==> config.mk <==
export PLATFORM = sky130hd
export DESIGN_NAME = lpmc_top
export DESIGN_NICKNAME = d
export VERILOG_FILES = /design/src/lpmc_pkg.sv /design/src/lpmc_top.sv /design/src/lpmc_freq_guard.sv
export VERILOG_INCLUDE_DIRS = /design/src
export SDC_FILE = /design/constraint.sdc
export NUM_CORES = 1
export LEC_CHECK = 0
export ABC_CLOCK_PERIOD_IN_PS = 7400
export BUFFER_PORTS_ARGS = -buffer_cell sky130_fd_sc_hd__buf_2
export CAP_MARGIN = 20
export CORE_UTILIZATION = 47
export DETAILED_ROUTE_END_ITERATION = 10
export GPL_TIMING_DRIVEN = 0
export PLACE_DENSITY = 0.74
export SLEW_MARGIN = 20
export SYNTH_ARGS = -nofsm -noshare
export SYNTH_HDL_FRONTEND = slang
export SYNTH_SLANG_ARGS = --single-unit
export TNS_END_PERCENT = 5
==> constraint.sdc <==
create_clock -name core_clk -period 7.4 [get_ports core_clk]
set_input_delay 1.48 -clock core_clk [delete_from_list [all_inputs] [get_ports core_clk]]
set_output_delay 1.48 -clock core_clk [all_outputs]
set_load 0.05 [all_outputs]
==> src/lpmc_defs.svh <==
// offsets-free constant set for the low-power mode controller: timing counts,
// frequency limits and voltage-range codes.
// assumes a single 40 MHz core clock; frequencies are carried in kHz.
`ifndef LPMC_DEFS_SVH
`define LPMC_DEFS_SVH

`define LPMC_CLK_PERIOD_NS 25
// stop exit must finish within this time (longest time, rounds down)
`define LPMC_STOP_WAKE_NS 8000
`define LPMC_STOP_WAKE_CYC (`LPMC_STOP_WAKE_NS / `LPMC_CLK_PERIOD_NS)
// standby exit must finish within this time (longest time, rounds down)
`define LPMC_STBY_EXIT_NS 60000
`define LPMC_STBY_EXIT_CYC (`LPMC_STBY_EXIT_NS / `LPMC_CLK_PERIOD_NS)
// least spacing between two cpu frequency changes (least time, rounds up)
`define LPMC_PACE_NS 5000
`define LPMC_PACE_CYC ((`LPMC_PACE_NS + `LPMC_CLK_PERIOD_NS - 1) / `LPMC_CLK_PERIOD_NS)
// settle counts inside the exit windows
`define LPMC_STOP_SETTLE_CYC 12'h010
`define LPMC_STBY_RST_CYC 12'h040

// voltage scaling range codes
`define LPMC_VR_1 2'h1
`define LPMC_VR_2 2'h2
`define LPMC_VR_3 2'h3

// cpu frequency ceilings per range, kHz
`define LPMC_MAX_R1_KHZ 16'h7D00
`define LPMC_MAX_R2_KHZ 16'h3E80
`define LPMC_MAX_R3_KHZ 16'h0FA0
// one flash wait state above these, kHz
`define LPMC_WS_R1_KHZ 16'h3E80
`define LPMC_WS_R2_KHZ 16'h1F40
`define LPMC_WS_R3_KHZ 16'h0834
// highest multispeed oscillator range allowed in low-power run
`define LPMC_MSI_LP_MAX_RANGE 3'h1

`endif

==> src/lpmc_pkg.sv <==
// types shared by the low-power mode controller and its frequency guard.
// assumes lpmc_defs.svh supplies the numeric constants.
package lpmc_pkg;

	// one-hot controller states
	typedef enum logic [7:0] {
		ST_RUN       = 8'h01,
		ST_SLEEP     = 8'h02,
		ST_LPRUN     = 8'h04,
		ST_LPSLEEP   = 8'h08,
		ST_STOP      = 8'h10,
		ST_STOP_WAKE = 8'h20,
		ST_STANDBY   = 8'h40,
		ST_STBY_EXIT = 8'h80
	} lpmc_state_e;

	// mode requests from the core
	typedef enum logic [2:0] {
		CMD_RUN     = 3'h0,
		CMD_SLEEP   = 3'h1,
		CMD_LPRUN   = 3'h2,
		CMD_STOP    = 3'h3,
		CMD_STANDBY = 3'h4
	} lpmc_cmd_e;

	// oscillator enables requested by software for run mode
	typedef struct packed {
		logic pll_en;
		logic high_speed_internal_osc;
		logic high_speed_external_osc;
		logic multispeed_internal_osc;
		logic low_speed_internal_osc;
		logic low_speed_external_osc;
	} lpmc_osc_s;

	// clock, oscillator and power controls driven out
	typedef struct packed {
		logic cpu_clk_en;
		logic periph_clk_en;
		lpmc_osc_s osc;
		logic reg_main_on;
		logic reg_low_power;
		logic core_supply_domain;
		logic retain;
	} lpmc_gate_s;

	// stop-mode wake sources
	typedef struct packed {
		logic [15:0] external_event_line;
		logic supply_voltage_detector;
		logic [1:0] comp_event;
		logic int_ref_on;
		logic usb_wake;
	} lpmc_stopwake_s;

	// clock-domain sources that wake stop and standby
	typedef struct packed {
		logic [1:0] alarm;
		logic tamper;
		logic timestamp;
		logic periodic_wake;
	} lpmc_rtcwake_s;

endpackage

==> src/lpmc_top.sv <==
// low-power mode controller: sequences run, sleep, low-power run/sleep,
// stop and standby, gates clocks and oscillators, and handles wakeup.
// assumes all inputs are synchronous to core_clk and that wake sources
// stay powered by the standby circuitry while the core domain is off.
`timescale 1ns/10ps
`default_nettype none
`include "lpmc_defs.svh"

module lpmc_top import lpmc_pkg::*; (
	input wire logic core_clk, // 40 MHz clock
	input wire logic srst, // synchronous reset, high
	input wire logic cmd_valid, // mode request strobe
	input wire lpmc_cmd_e cmd, // requested mode
	input wire logic cmd_rtc, // stop/standby keeps the clock
	input wire lpmc_osc_s osc_req, // run-mode oscillator choice
	input wire logic [2:0] msi_range, // multispeed osc range
	input wire logic rtc_on_lse, // clock fed by external slow osc
	input wire logic wdg_on, // independent_watchdog running
	input wire logic periph_irq, // any peripheral interrupt/event
	input wire lpmc_stopwake_s stop_wake, // stop wake lines
	input wire lpmc_rtcwake_s rtc_wake, // clock alarm/tamper/wake
	input wire logic [2:0] wake_pin, // standby wake pins
	input wire logic external_reset_pin_n, // external reset, low
	input wire logic wdg_reset, // independent_watchdog reset
	input wire logic [1:0] vrange, // voltage scaling range
	input wire logic [15:0] freq_khz, // present cpu frequency
	input wire logic src_is_msi, // cpu clock from multispeed osc
	input wire logic chg_valid, // frequency change request
	input wire logic [15:0] chg_khz, // requested frequency
	output lpmc_state_e state, // present mode
	output lpmc_gate_s gate, // clock and power controls
	output logic core_reset, // core domain reset on standby exit
	output logic cmd_refused, // request ignored this cycle
	output logic chg_ok, // frequency change allowed
	output logic flash_ws, // one flash wait state
	output logic freq_ok // frequency legal for range
);
	lpmc_state_e next_state;
	lpmc_gate_s next_gate;
	logic [11:0] cnt;
	logic [11:0] next_cnt;
	logic rtc_mode;
	logic next_rtc_mode;
	logic [2:0] pin_prev;
	logic next_core_reset;
	logic lp_ok;
	logic stop_any;
	logic stby_any;
	logic [2:0] pin_rise;
	logic [11:0] exit_wait;
	logic [11:0] next_exit_wait;
	localparam logic [11:0] STBY_EXIT_LIM = 12'(`LPMC_STBY_EXIT_CYC);

	// wake source decode; comparator events only count with the reference on
	always_comb begin
		pin_rise = wake_pin & ~pin_prev;
		stop_any = (|stop_wake.external_event_line) || stop_wake.supply_voltage_detector
			|| (stop_wake.int_ref_on && (|stop_wake.comp_event))
			|| stop_wake.usb_wake
			|| (rtc_mode && (|rtc_wake));
		stby_any = !external_reset_pin_n || (|pin_rise)
			|| (rtc_mode && (wdg_reset || (|rtc_wake)));
		lp_ok = src_is_msi && (msi_range <= `LPMC_MSI_LP_MAX_RANGE);
	end

	// mode sequencing
	always_comb begin
		next_state = state;
		next_cnt = cnt;
		next_rtc_mode = rtc_mode;
		cmd_refused = 1'b0;
		case (state)
			ST_RUN, ST_LPRUN: begin
				if (cmd_valid) begin
					case (cmd)
						CMD_SLEEP: next_state = (state == ST_LPRUN) ? ST_LPSLEEP : ST_SLEEP;
						CMD_RUN: next_state = ST_RUN;
						CMD_LPRUN: begin
							if (lp_ok) begin
								next_state = ST_LPRUN;
							end else begin
								cmd_refused = 1'b1;
							end
						end
						CMD_STOP: begin
							next_state = ST_STOP;
							next_rtc_mode = cmd_rtc;
						end
						CMD_STANDBY: begin
							next_state = ST_STANDBY;
							next_rtc_mode = cmd_rtc;
						end
						default: cmd_refused = 1'b1;
					endcase
				end
			end
			ST_SLEEP, ST_LPSLEEP: begin
				cmd_refused = cmd_valid;
				if (periph_irq) begin
					next_state = ST_RUN;
				end
			end
			ST_STOP: begin
				cmd_refused = cmd_valid;
				if (stop_any) begin
					next_state = ST_STOP_WAKE;
					next_cnt = `LPMC_STOP_SETTLE_CYC;
				end
			end
			ST_STOP_WAKE: begin
				// the core stays held until clocks and regulator are back
				cmd_refused = cmd_valid;
				next_cnt = cnt - 12'h001;
				if (cnt == 12'h001) begin
					next_state = ST_RUN;
				end
			end
			ST_STANDBY: begin
				cmd_refused = cmd_valid;
				if (stby_any) begin
					next_state = ST_STBY_EXIT;
					next_cnt = `LPMC_STBY_RST_CYC;
				end
			end
			ST_STBY_EXIT: begin
				cmd_refused = cmd_valid;
				next_cnt = cnt - 12'h001;
				if (cnt == 12'h001) begin
					next_state = ST_RUN;
					next_rtc_mode = 1'b0;
				end
			end
			default: next_state = ST_RUN;
		endcase
		next_core_reset = (next_state == ST_STBY_EXIT); // standby exit acts as a reset
		next_exit_wait = (next_state != ST_STBY_EXIT) ? 12'h000
			: exit_wait + {11'h000, exit_wait != 12'hFFF}; // saturates, so a stuck exit still trips
	end

	// gating follows the next state so gate and state change on the same edge
	always_comb begin
		next_gate = '0;
		next_gate.osc.low_speed_internal_osc = wdg_on;
		case (next_state)
			ST_RUN, ST_SLEEP: begin
				next_gate.cpu_clk_en = (next_state == ST_RUN);
				next_gate.periph_clk_en = 1'b1;
				next_gate.osc = osc_req;
				next_gate.osc.low_speed_internal_osc = osc_req.low_speed_internal_osc || wdg_on;
				next_gate.reg_main_on = 1'b1;
				next_gate.core_supply_domain = 1'b1;
				next_gate.retain = 1'b1;
			end
			ST_LPRUN, ST_LPSLEEP: begin
				// fast oscillators cannot run on the low-power regulator
				next_gate.cpu_clk_en = (next_state == ST_LPRUN);
				next_gate.periph_clk_en = 1'b1;
				next_gate.osc.multispeed_internal_osc = 1'b1;
				next_gate.osc.low_speed_internal_osc = osc_req.low_speed_internal_osc || wdg_on;
				next_gate.osc.low_speed_external_osc = osc_req.low_speed_external_osc;
				next_gate.reg_low_power = 1'b1;
				next_gate.core_supply_domain = 1'b1;
				next_gate.retain = 1'b1;
			end
			ST_STOP: begin
				// one slow oscillator for the clock, plus the watchdog's own
				next_gate.osc.low_speed_external_osc = next_rtc_mode && rtc_on_lse;
				next_gate.osc.low_speed_internal_osc = (next_rtc_mode && !rtc_on_lse) || wdg_on;
				next_gate.reg_low_power = 1'b1;
				next_gate.core_supply_domain = 1'b1;
				next_gate.retain = 1'b1;
			end
			ST_STANDBY: begin
				next_gate.osc.low_speed_external_osc = next_rtc_mode && rtc_on_lse;
				next_gate.osc.low_speed_internal_osc = (next_rtc_mode && !rtc_on_lse) || wdg_on;
			end
			ST_STOP_WAKE, ST_STBY_EXIT: begin
				next_gate.periph_clk_en = 1'b1;
				next_gate.osc.multispeed_internal_osc = 1'b1;
				next_gate.osc.low_speed_external_osc = rtc_mode && rtc_on_lse;
				next_gate.osc.low_speed_internal_osc = (rtc_mode && !rtc_on_lse) || wdg_on;
				next_gate.reg_main_on = 1'b1;
				next_gate.core_supply_domain = 1'b1;
				next_gate.retain = (next_state == ST_STOP_WAKE);
			end
			default: next_gate = '0;
		endcase
	end

	always_ff @(posedge core_clk) begin
		if (srst) begin
			state <= ST_RUN;
			cnt <= 12'h000;
			rtc_mode <= 1'b0;
			pin_prev <= 3'h7; // no rising edge reported out of reset
			core_reset <= 1'b0;
			gate <= '0;
			exit_wait <= 12'h000;
		end else begin
			state <= next_state;
			cnt <= next_cnt;
			rtc_mode <= next_rtc_mode;
			pin_prev <= wake_pin;
			core_reset <= next_core_reset;
			gate <= next_gate;
			exit_wait <= next_exit_wait;
		end
	end

	lpmc_freq_guard u_guard (
		.core_clk(core_clk),
		.srst(srst),
		.vrange(vrange),
		.freq_khz(freq_khz),
		.src_is_msi(src_is_msi),
		.chg_valid(chg_valid),
		.chg_khz(chg_khz),
		.chg_ok(chg_ok),
		.flash_ws(flash_ws),
		.freq_ok(freq_ok)
	);
endmodule // lpmc_top
`default_nettype wire

==> src/lpmc_freq_guard.sv <==
// frequency guard: flash wait states, range ceiling check and change pacing.
// assumes frequency inputs are stable kHz values synchronous to core_clk.
`timescale 1ns/10ps
`default_nettype none
`include "lpmc_defs.svh"

module lpmc_freq_guard import lpmc_pkg::*; (
	input wire logic core_clk, // 40 MHz clock
	input wire logic srst, // synchronous reset, high
	input wire logic [1:0] vrange, // voltage scaling range
	input wire logic [15:0] freq_khz, // present cpu frequency
	input wire logic src_is_msi, // cpu clock from multispeed osc
	input wire logic chg_valid, // frequency change request
	input wire logic [15:0] chg_khz, // requested final frequency
	output logic chg_ok, // change may be applied now
	output logic flash_ws, // one flash wait state
	output logic freq_ok // present frequency legal
);
	logic [7:0] pace_cnt;
	logic [7:0] next_pace_cnt;
	logic next_ws;
	logic next_ok;
	localparam logic [7:0] PACE_CYC = 8'(`LPMC_PACE_CYC);

	// ceiling for the selected range
	function automatic logic [15:0] range_max(input logic [1:0] vr);
		case (vr)
			`LPMC_VR_1: range_max = `LPMC_MAX_R1_KHZ;
			`LPMC_VR_2: range_max = `LPMC_MAX_R2_KHZ;
			default: range_max = `LPMC_MAX_R3_KHZ;
		endcase
	endfunction

	// wait-state threshold for the selected range
	function automatic logic [15:0] ws_thresh(input logic [1:0] vr);
		case (vr)
			`LPMC_VR_1: ws_thresh = `LPMC_WS_R1_KHZ;
			`LPMC_VR_2: ws_thresh = `LPMC_WS_R2_KHZ;
			default: ws_thresh = `LPMC_WS_R3_KHZ;
		endcase
	endfunction

	// a change is refused while pacing, on a drop to a quarter or less, or past the ceiling
	always_comb begin
		chg_ok = (pace_cnt == 8'h00) && ({2'h0, freq_khz} < {chg_khz, 2'h0})
			&& (chg_khz <= range_max(vrange)) && (vrange != `LPMC_VR_3 || src_is_msi);
		next_pace_cnt = pace_cnt;
		if (chg_valid && chg_ok) begin
			next_pace_cnt = PACE_CYC;
		end else if (pace_cnt != 8'h00) begin
			next_pace_cnt = pace_cnt - 8'h01;
		end
		next_ws = freq_khz > ws_thresh(vrange);
		next_ok = (freq_khz <= range_max(vrange)) && (vrange != `LPMC_VR_3 || src_is_msi);
	end

	always_ff @(posedge core_clk) begin
		if (srst) begin
			pace_cnt <= 8'h00;
			flash_ws <= 1'b1; // safe side until the first frequency is seen
			freq_ok <= 1'b0;
		end else begin
			pace_cnt <= next_pace_cnt;
			flash_ws <= next_ws;
			freq_ok <= next_ok;
		end
	end
endmodule // lpmc_freq_guard
`default_nettype wire

==> results.md, run 1 <==
- Synth async-reset ratio: 0
- Top layer in use: met4
- Status: finished, final reports clean
- Yosys reg bits: 47
- Reg2Reg Launch Point: u_guard.pace_cnt[0]
- First-pass GRT wire length: 15.5 mm
- EDFF count, synth: 0
- CTS max path bufs: 2
- Largest net degree at the start of global routing: 15
- Cell Area, Synth: 3610 sq um
- Max Transition Viols Final: 0
- Drt first-iter violations: approximately 170
- Crit Path Class: primary input to output port
- Final setup TNS: 0 ns
- Startpoint types: primary input
- Clock Pin Slew Worst Setup and Hold Paths: 0.09 ns
- Critical Path RT: 5.92 ns
- I/O Buffers: between 100 and 150
- Unique cell type count in the Yosys netlist: 64
- Layout area overhead: 21.4%
- DRT Pass-1 Iters: 4
- Leak Pwr: 2.04 nW
- Final setup fails: 0
- Die area: 8040 sq um
- Hold Crit Class: register to register
- Crit path capture: chg_ok
- Vias/cell: 5.62
- Routability congestion estimate: 0.865
- Die X: 89.7 um
- Setup Buffers After CTS: 0
- Post-route design area: 4390 sq um
- Htree depth: 2
- Main flop type after synthesis: dfxtp_1
- Max IR drop VDD: 0.000120 V
- Met2 wire len: between 4 and 5 mm
- Hpwl dp: 7.78 mm
- DRC Markers: 0
- Core area: 7330 sq um
- Rows: 31
- Final Net Count: ~700
- # resized after CTS: 0
- Final hold vios: 0
- Power Density: 193 nW/um^2
- Fin crit period: approximately 5.1 ns
- Post-Syn Instances: ~440
- Max-slew headroom: 0.289
- Fin crit share: 0.693
- Critical Path Start: vrange[0]
- Chip height: 89.7 um
- Hold_buf cts: 0
- Critical Path End Type: output port
- Max-cap violations: 0
- Area after DPL: 4270 sq um
- Metal-1 WL: between 4 and 5 mm
- Most frequent cells in the layout: buf_2, dfxtp_1, nor2_1
- Met3 wire len: 452 um
- Vias in the first global route: 3,409
- Syn Area/Cell: 8.14 sq um
- Via count: approximately 3,700
- TritonCTS Buffers: 5
- Yosys Warn Count: 0
- Reg2reg path depth: 9
- Share of cells above drive strength 1: 0.246
- Total Wirelength: between 9 and 10 mm
- Worst path arrival time: 3.65 ns
- CP max FO: 10
- Tot GR Track Use: 0.246
- Clk_lat worst skew: around 0.30 ns
- Root Buffer: clkbuf_8
- Inserted Diodes: 0
- Routed len/inst: 14.7 um
- Clk sink count: 47
- Worst Max-Slew Pin Slew: a little over 1 ns
- Skew final: 0.00914 ns
- Post-DRT Antenna Nets: 0
- Filler instances: 694
- RSZ-0062 raised after global routing: false
- R2R Setup Slk: 4.62 ns
- Fmax: 195 MHz
- Sequential fraction of the synthesis area: 0.260
- CTS tree: done
- Syn nets: 572
- I/O Pins: 111
- Total gr overflow: 0
- Initial core utilization: 0.493
- Final Util: 0.598
- Initial antenna violation count: 0
- Commonest non-fill, non-tap cell in the layout: buf_2
- FF-to-FF End: u_guard.pace_cnt[3]
- Power Total: 0.847 mW
where the power goes:
group / leakage (nW) / internal, mW / switching [mW]
logic: 1.59 / 0.143 / 0.200
clock network: 0.0612 / 0.109 / 0.0865
registers: 0.385 / 0.286 / 0.0231
total: 2.04 / 0.538 / 0.309
cell type report:
type	instances	area (sq um)	share of cell area
multi-input cells	344	2450	0.560
well taps	99	124	0.0282
repair buffers	106	531	0.121
inverters	33	124	0.0282
flip-flops and latches	47	941	0.215
plain buffers	20	93.8	0.0214
clock buffers	6	82.6	0.0188
clock inverters	2	35.0	0.00799
worst min path at each step:
stage	from	endpoint	slack, ns	cells after the start
2_1_floorplan	cnt[6]	cnt[6]	0.46	2
3_3_place_gp	cnt[6]	cnt[6]	0.47	2
3_5_place_dp	cnt[6]	cnt[6]	0.49	2
4_1_cts	cnt[6]	cnt[6]	0.50	2
5_1_grt	cnt[6]	cnt[6]	0.56	2
6_report	cnt[6]	cnt[6]	0.51	2
flip-flops by register name, indices dropped and copies added (netlist names):
register          flops
u_guard.pace_cnt      8
rtc_mode              1
cnt                  12
core_reset            1
u_guard.freq_ok       1
u_guard.flash_ws      1
state                 8
pin_prev              3
gate                 12
cell families after synthesis:
family	after synthesis	synth area share
AND/OR/NAND/NOR	187	0.295
AO/OA/AOI/OAI	95	0.190
buffers and inverters	53	0.0602
flip-flops	47	0.260
adder cells (fa/ha/maj)	42	0.145
XOR/XNOR	20	0.0485
metrics by stage:
step                hold slack [ns]  setup WS (ns)  cells
floorplan                     0.457           2.28    444
global placement              0.474           2.18    649
detailed placement            0.488           2.26    649
CTS                           0.500           2.25    657
global route                  0.563           2.10    657
finish                        0.509           2.27    657
Yosys cell counts, types with 6 or more instances:
| library cell | instances | area (sq um) |
|---|---|---|
| inv_1 | 33 | 124 |
| nand3_1 | 13 | 65.1 |
| nand2_1 | 13 | 48.8 |
| ha_1 | 42 | 526 |
| a2111oi_0 | 6 | 52.6 |
| nor2b_1 | 16 | 100 |
| dfxtp_1 | 47 | 941 |
| xnor2_1 | 15 | 131 |
| nor2_1 | 46 | 173 |
| or3_1 | 7 | 43.8 |
| o21ai_0 | 13 | 65.1 |
| a21o_1 | 11 | 82.6 |
| nand2b_1 | 10 | 62.6 |
| clkbuf_1 | 15 | 56.3 |
| nor3b_1 | 8 | 60.1 |
| nand4_1 | 8 | 50.1 |
| a21oi_1 | 16 | 80.1 |
| nor3_1 | 20 | 100 |
| nor4_1 | 12 | 75.1 |
layer usage:
metal	global-route usage	vias up
met1	0.316	1720
met5	0	-
li1	-	1841
met4	0.0563	0
met3	0.0283	8
met2	0.442	123
critical path, cell delays in order:
cell and delay (ns):
buf_2 0.10, inv_1 0.04, ha_1 0.52, ha_1 0.32, a21o_1 0.16, a211o_1 0.30
a211oi_1 0.19, o21ai_0 0.15, nor2_1 0.11, buf_2 0.27
(Power assumes the default switching activity.)
==> run 2, diff against run 1 <==
--- a/config.mk
+++ b/config.mk
@@ -6,7 +6,8 @@
 export SDC_FILE = /design/constraint.sdc
 export NUM_CORES = 1
 export LEC_CHECK = 0
-export ABC_CLOCK_PERIOD_IN_PS = 7400
+export ABC_AREA = 1
+export ABC_CLOCK_PERIOD_IN_PS = 5100
 export BUFFER_PORTS_ARGS = -buffer_cell sky130_fd_sc_hd__buf_2
 export CAP_MARGIN = 20
 export CORE_UTILIZATION = 47
==> constraint.sdc (replaced) <==
create_clock -name core_clk -period 5.1 [get_ports core_clk]
set_input_delay 1.02 -clock core_clk [delete_from_list [all_inputs] [get_ports core_clk]]
set_output_delay 1.02 -clock core_clk [all_outputs]
set_load 0.05 [all_outputs]
==> run 2 against run 1 <==
Via count is 7.6% higher; total power increased by 61%; register-to-register slack worse by 1.4 ns; cell count up 20%; sequential share of layout area shrank 0.34 points; wire length is 3.2% lower; critical endpoint unchanged; largest cell class unchanged; highest routed layer unchanged.
==> results.md, run 2 <==
- Status: finished, final reports clean
- Max Transition Viols Final: 0 (unchanged)
- Non-Filler Instances: 790 (+20%)
- Total gr overflow: 0 (unchanged)
- Area contributors post-synth: dfxtp_1, ha_1, nand2_1
- Crit Path Class: primary input to output port
- Area after DPL: 4370 sq um (+2.5%)
- Routed len/inst: 11.8 um (-20%)
- Combinational fraction of design power: 0.490 (+0.086)
- I/O Buffers: 108 (+1.9%)
- Post-synth top area cell: dfxtp_1
- Final setup fails: 0 (unchanged)
- Htree depth: 2 (unchanged)
- EDFF count, synth: 0 (unchanged)
- Dpl cells: 783 (+21%)
- Hpwl dp: 7.76 mm (-0.21%)
- Skew final: 0.0115 ns (+0.00238 ns)
- Commonest cells post-synth: nand2_1, nor2_1, inv_1, dfxtp_1, ha_1
- Initial core utilization: 0.482 (-0.0110)
- Vias in the first global route: 3,812 (+12%)
- Via count: 3,972 (+7.6%)
- Filler instances: 778 (+12%)
- DRC Markers: 0 (unchanged)
- Inserted Diodes: 0 (unchanged)
- Max IR drop VDD: 0.000131 V (+9.1%)
- Crit-path cells: buf_2 > inv_1 > ha_1 > ha_1 > a21oi_1 > o21ai_0 > nor2_1 > nand2_1 > nand2_1 > and3_1 > buf_2
- CTS tree: done
- Final hold vios: 0 (unchanged)
- RSZ-0062 raised after global routing: false
- Area of the multi-input gates: 2420 sq um (-1.6%)
- Clock share of power: 0.162 (-0.069)
- Count leader, synth: nand2_1
- First-pass GRT wire length: 16.1 mm (+3.9%)
- Critical Path End Type: output port
- Synth async-reset ratio: 0 (unchanged)
- Pre-CTS WS: 1.14 ns (-1.12 ns)
- Worst Max-Slew Pin Slew: 0.522 ns (-0.518 ns)
- Final setup TNS: 0 ns (unchanged)
- Max-slew headroom: 0.652 (+0.363)
- Unique cell type count in the Yosys netlist: 39 (-39%)
- Vias/cell: 5.03 (-11%)
- Share of cells above drive strength 1: 0.219 (-0.0260)
- Main flop type after synthesis: dfxtp_1
- Yosys Warn Count: 0 (unchanged)
- Top Registers: cnt x12, gate x12
- Tot GR Track Use: 0.236 (-0.0108)
- Chip height: 90.8 um (+1.2%)
- Hold_buf cts: 0 (unchanged)
- Setup WS post-layout: 1.17 ns (-1.11 ns)
- Fin crit period: 3.93 ns
- Most frequent cells in the layout: nand2_1, buf_2, nor2_1
- Routability congestion estimate: 0.894 (+3.3%)
- Syn nets: 701 (+23%)
- P_sw: 0.613 mW (+98%)
- DRT Pass-1 Iters: 4 (unchanged)
- Initial antenna violation count: 0 (unchanged)
- I/O Pins: 111 (unchanged)
- TritonCTS Buffers: 5 (unchanged)
- Root Buffer: clkbuf_8
- CP max FO: 10 (unchanged)
- Cell Area, Synth: 3700 sq um (+2.5%)
- Hold Crit Class: register to register
- Clk sink count: 47 (unchanged)
- Power Total: 1.36 mW (+61%)
- Core area: 7690 sq um (+4.9%)
- Post-Syn Instances: 573 (+29%)
- Worst path arrival time: 2.91 ns (-0.74 ns)
- CTS max path bufs: 2 (unchanged)
- Fmax: ~250 MHz
- Sequential fraction of the synthesis area: 0.254 (-0.00642)
- # resized after CTS: 0 (unchanged)
- Die area: 8240 sq um (+2.5%)
- Syn Area/Cell: 6.47 sq um (-21%)
- Worst Hold Depth: 2 (unchanged)
- Post-route design area: 4460 sq um (+1.6%)
- Setup Buffers After CTS: 0 (unchanged)
- Commonest non-fill, non-tap cell in the layout: nand2_1
- Leak Pwr: 2.40 nW (+18%)
- Startpoint types: primary input
- Reg2reg path depth: 9 (unchanged)
- Crit-path max cell delay: 0.50 ns (-0.02 ns)
- Reg area: 941 sq um (unchanged)
- Hold slack final: 0.485 ns (-0.0235 ns)
- Crit-path slowest cell: ha_1
- Final Net Count: 816 (+19%)
- Fin crit share: 0.771
- Critical Path RT: 4.08 ns (-1.84 ns)
- Post-DRT Antenna Nets: 0 (unchanged)
- Power Density: 306 nW/um^2 (+59%)
- Switch share: 0.449 (+0.0841)
- Drt first-iter violations: 228 (+35%)
- Yosys reg bits: 47 (unchanged)
- Clock Pin Slew Worst Setup and Hold Paths: 0.08 ns (about the same)
- Sequential share of power: 0.348 (-0.017)
- Rows: 32 (+3.2%)
- Clk_lat worst skew: 0.31 ns (about the same)
- Final Util: 0.580 (-0.0186)
- Max-cap violations: 0 (unchanged)
- Internal power: 0.752 mW (+40%)
- Layout area overhead: 20.3%
- Share of the synthesized area in the top cell type: 0.254 (-0.00642)
- Die X: 90.8 um (+1.2%)
- Largest net degree at the start of global routing: 15 (unchanged)
- Total Wirelength: 9.33 mm (-3.2%)
run 2: final cells by class:
type                    count  share of cell area
clock buffers               5              0.0154
inverters                  85              0.0716
plain buffers               5             0.00646
clock inverters             2             0.00309
repair buffers            108               0.121
well taps                 102              0.0286
flip-flops and latches     47               0.211
multi-input cells         436               0.542
run 2: worst paths after layout:
check	start	endpoint	slack, ns
worst max-delay path	vrange[0]	chg_ok	1.17
worst min-delay path	cnt[7]	cnt[7]	0.49
worst max register to register	u_guard.pace_cnt[0]	u_guard.pace_cnt[0]	3.20
worst min register to register	cnt[7]	cnt[7]	0.49
run 2: metal layers:
metal | wire (um) | share of wire | GRT usage
met4 | 280 | 0.030 | 0.0966
met2 | 4430 | 0.47 | 0.434
met1 | 3990 | 0.43 | 0.262
met3 | 624 | 0.067 | 0.0463
met5 | 0 | 0 | 0
run 2: cell families (layout without fill, tap and decap cells):
group,after synthesis,after routing,share of synthesized area
AND/OR/NAND/NOR,317,317,0.390
buffers and inverters,90,205,0.0939
AO/OA/AOI/OAI,69,69,0.101
flip-flops,47,47,0.254
adder cells (fa/ha/maj),42,42,0.142
XOR/XNOR,8,8,0.0189
run 2: worst max-delay path: cells and delay by family:
family                     cells  cell delay [ns]
adders and majority gates      2             0.83
AOI/OAI and AO/OA              2             0.22
buffers and inverters          3             0.41
and+or+nand+nor                4             0.44
run 2: power by group through the flow:
stage | combinational, mW | clock, mW | sequential (mW)
after floorplan | 0.405 | 0 | 0.577
after global placement | 0.644 | 0 | 0.480
after detailed placement | 0.667 | 0 | 0.483
after CTS | 0.670 | 0.227 | 0.474
after global routing | 0.751 | 0.242 | 0.482
final | 0.669 | 0.221 | 0.475
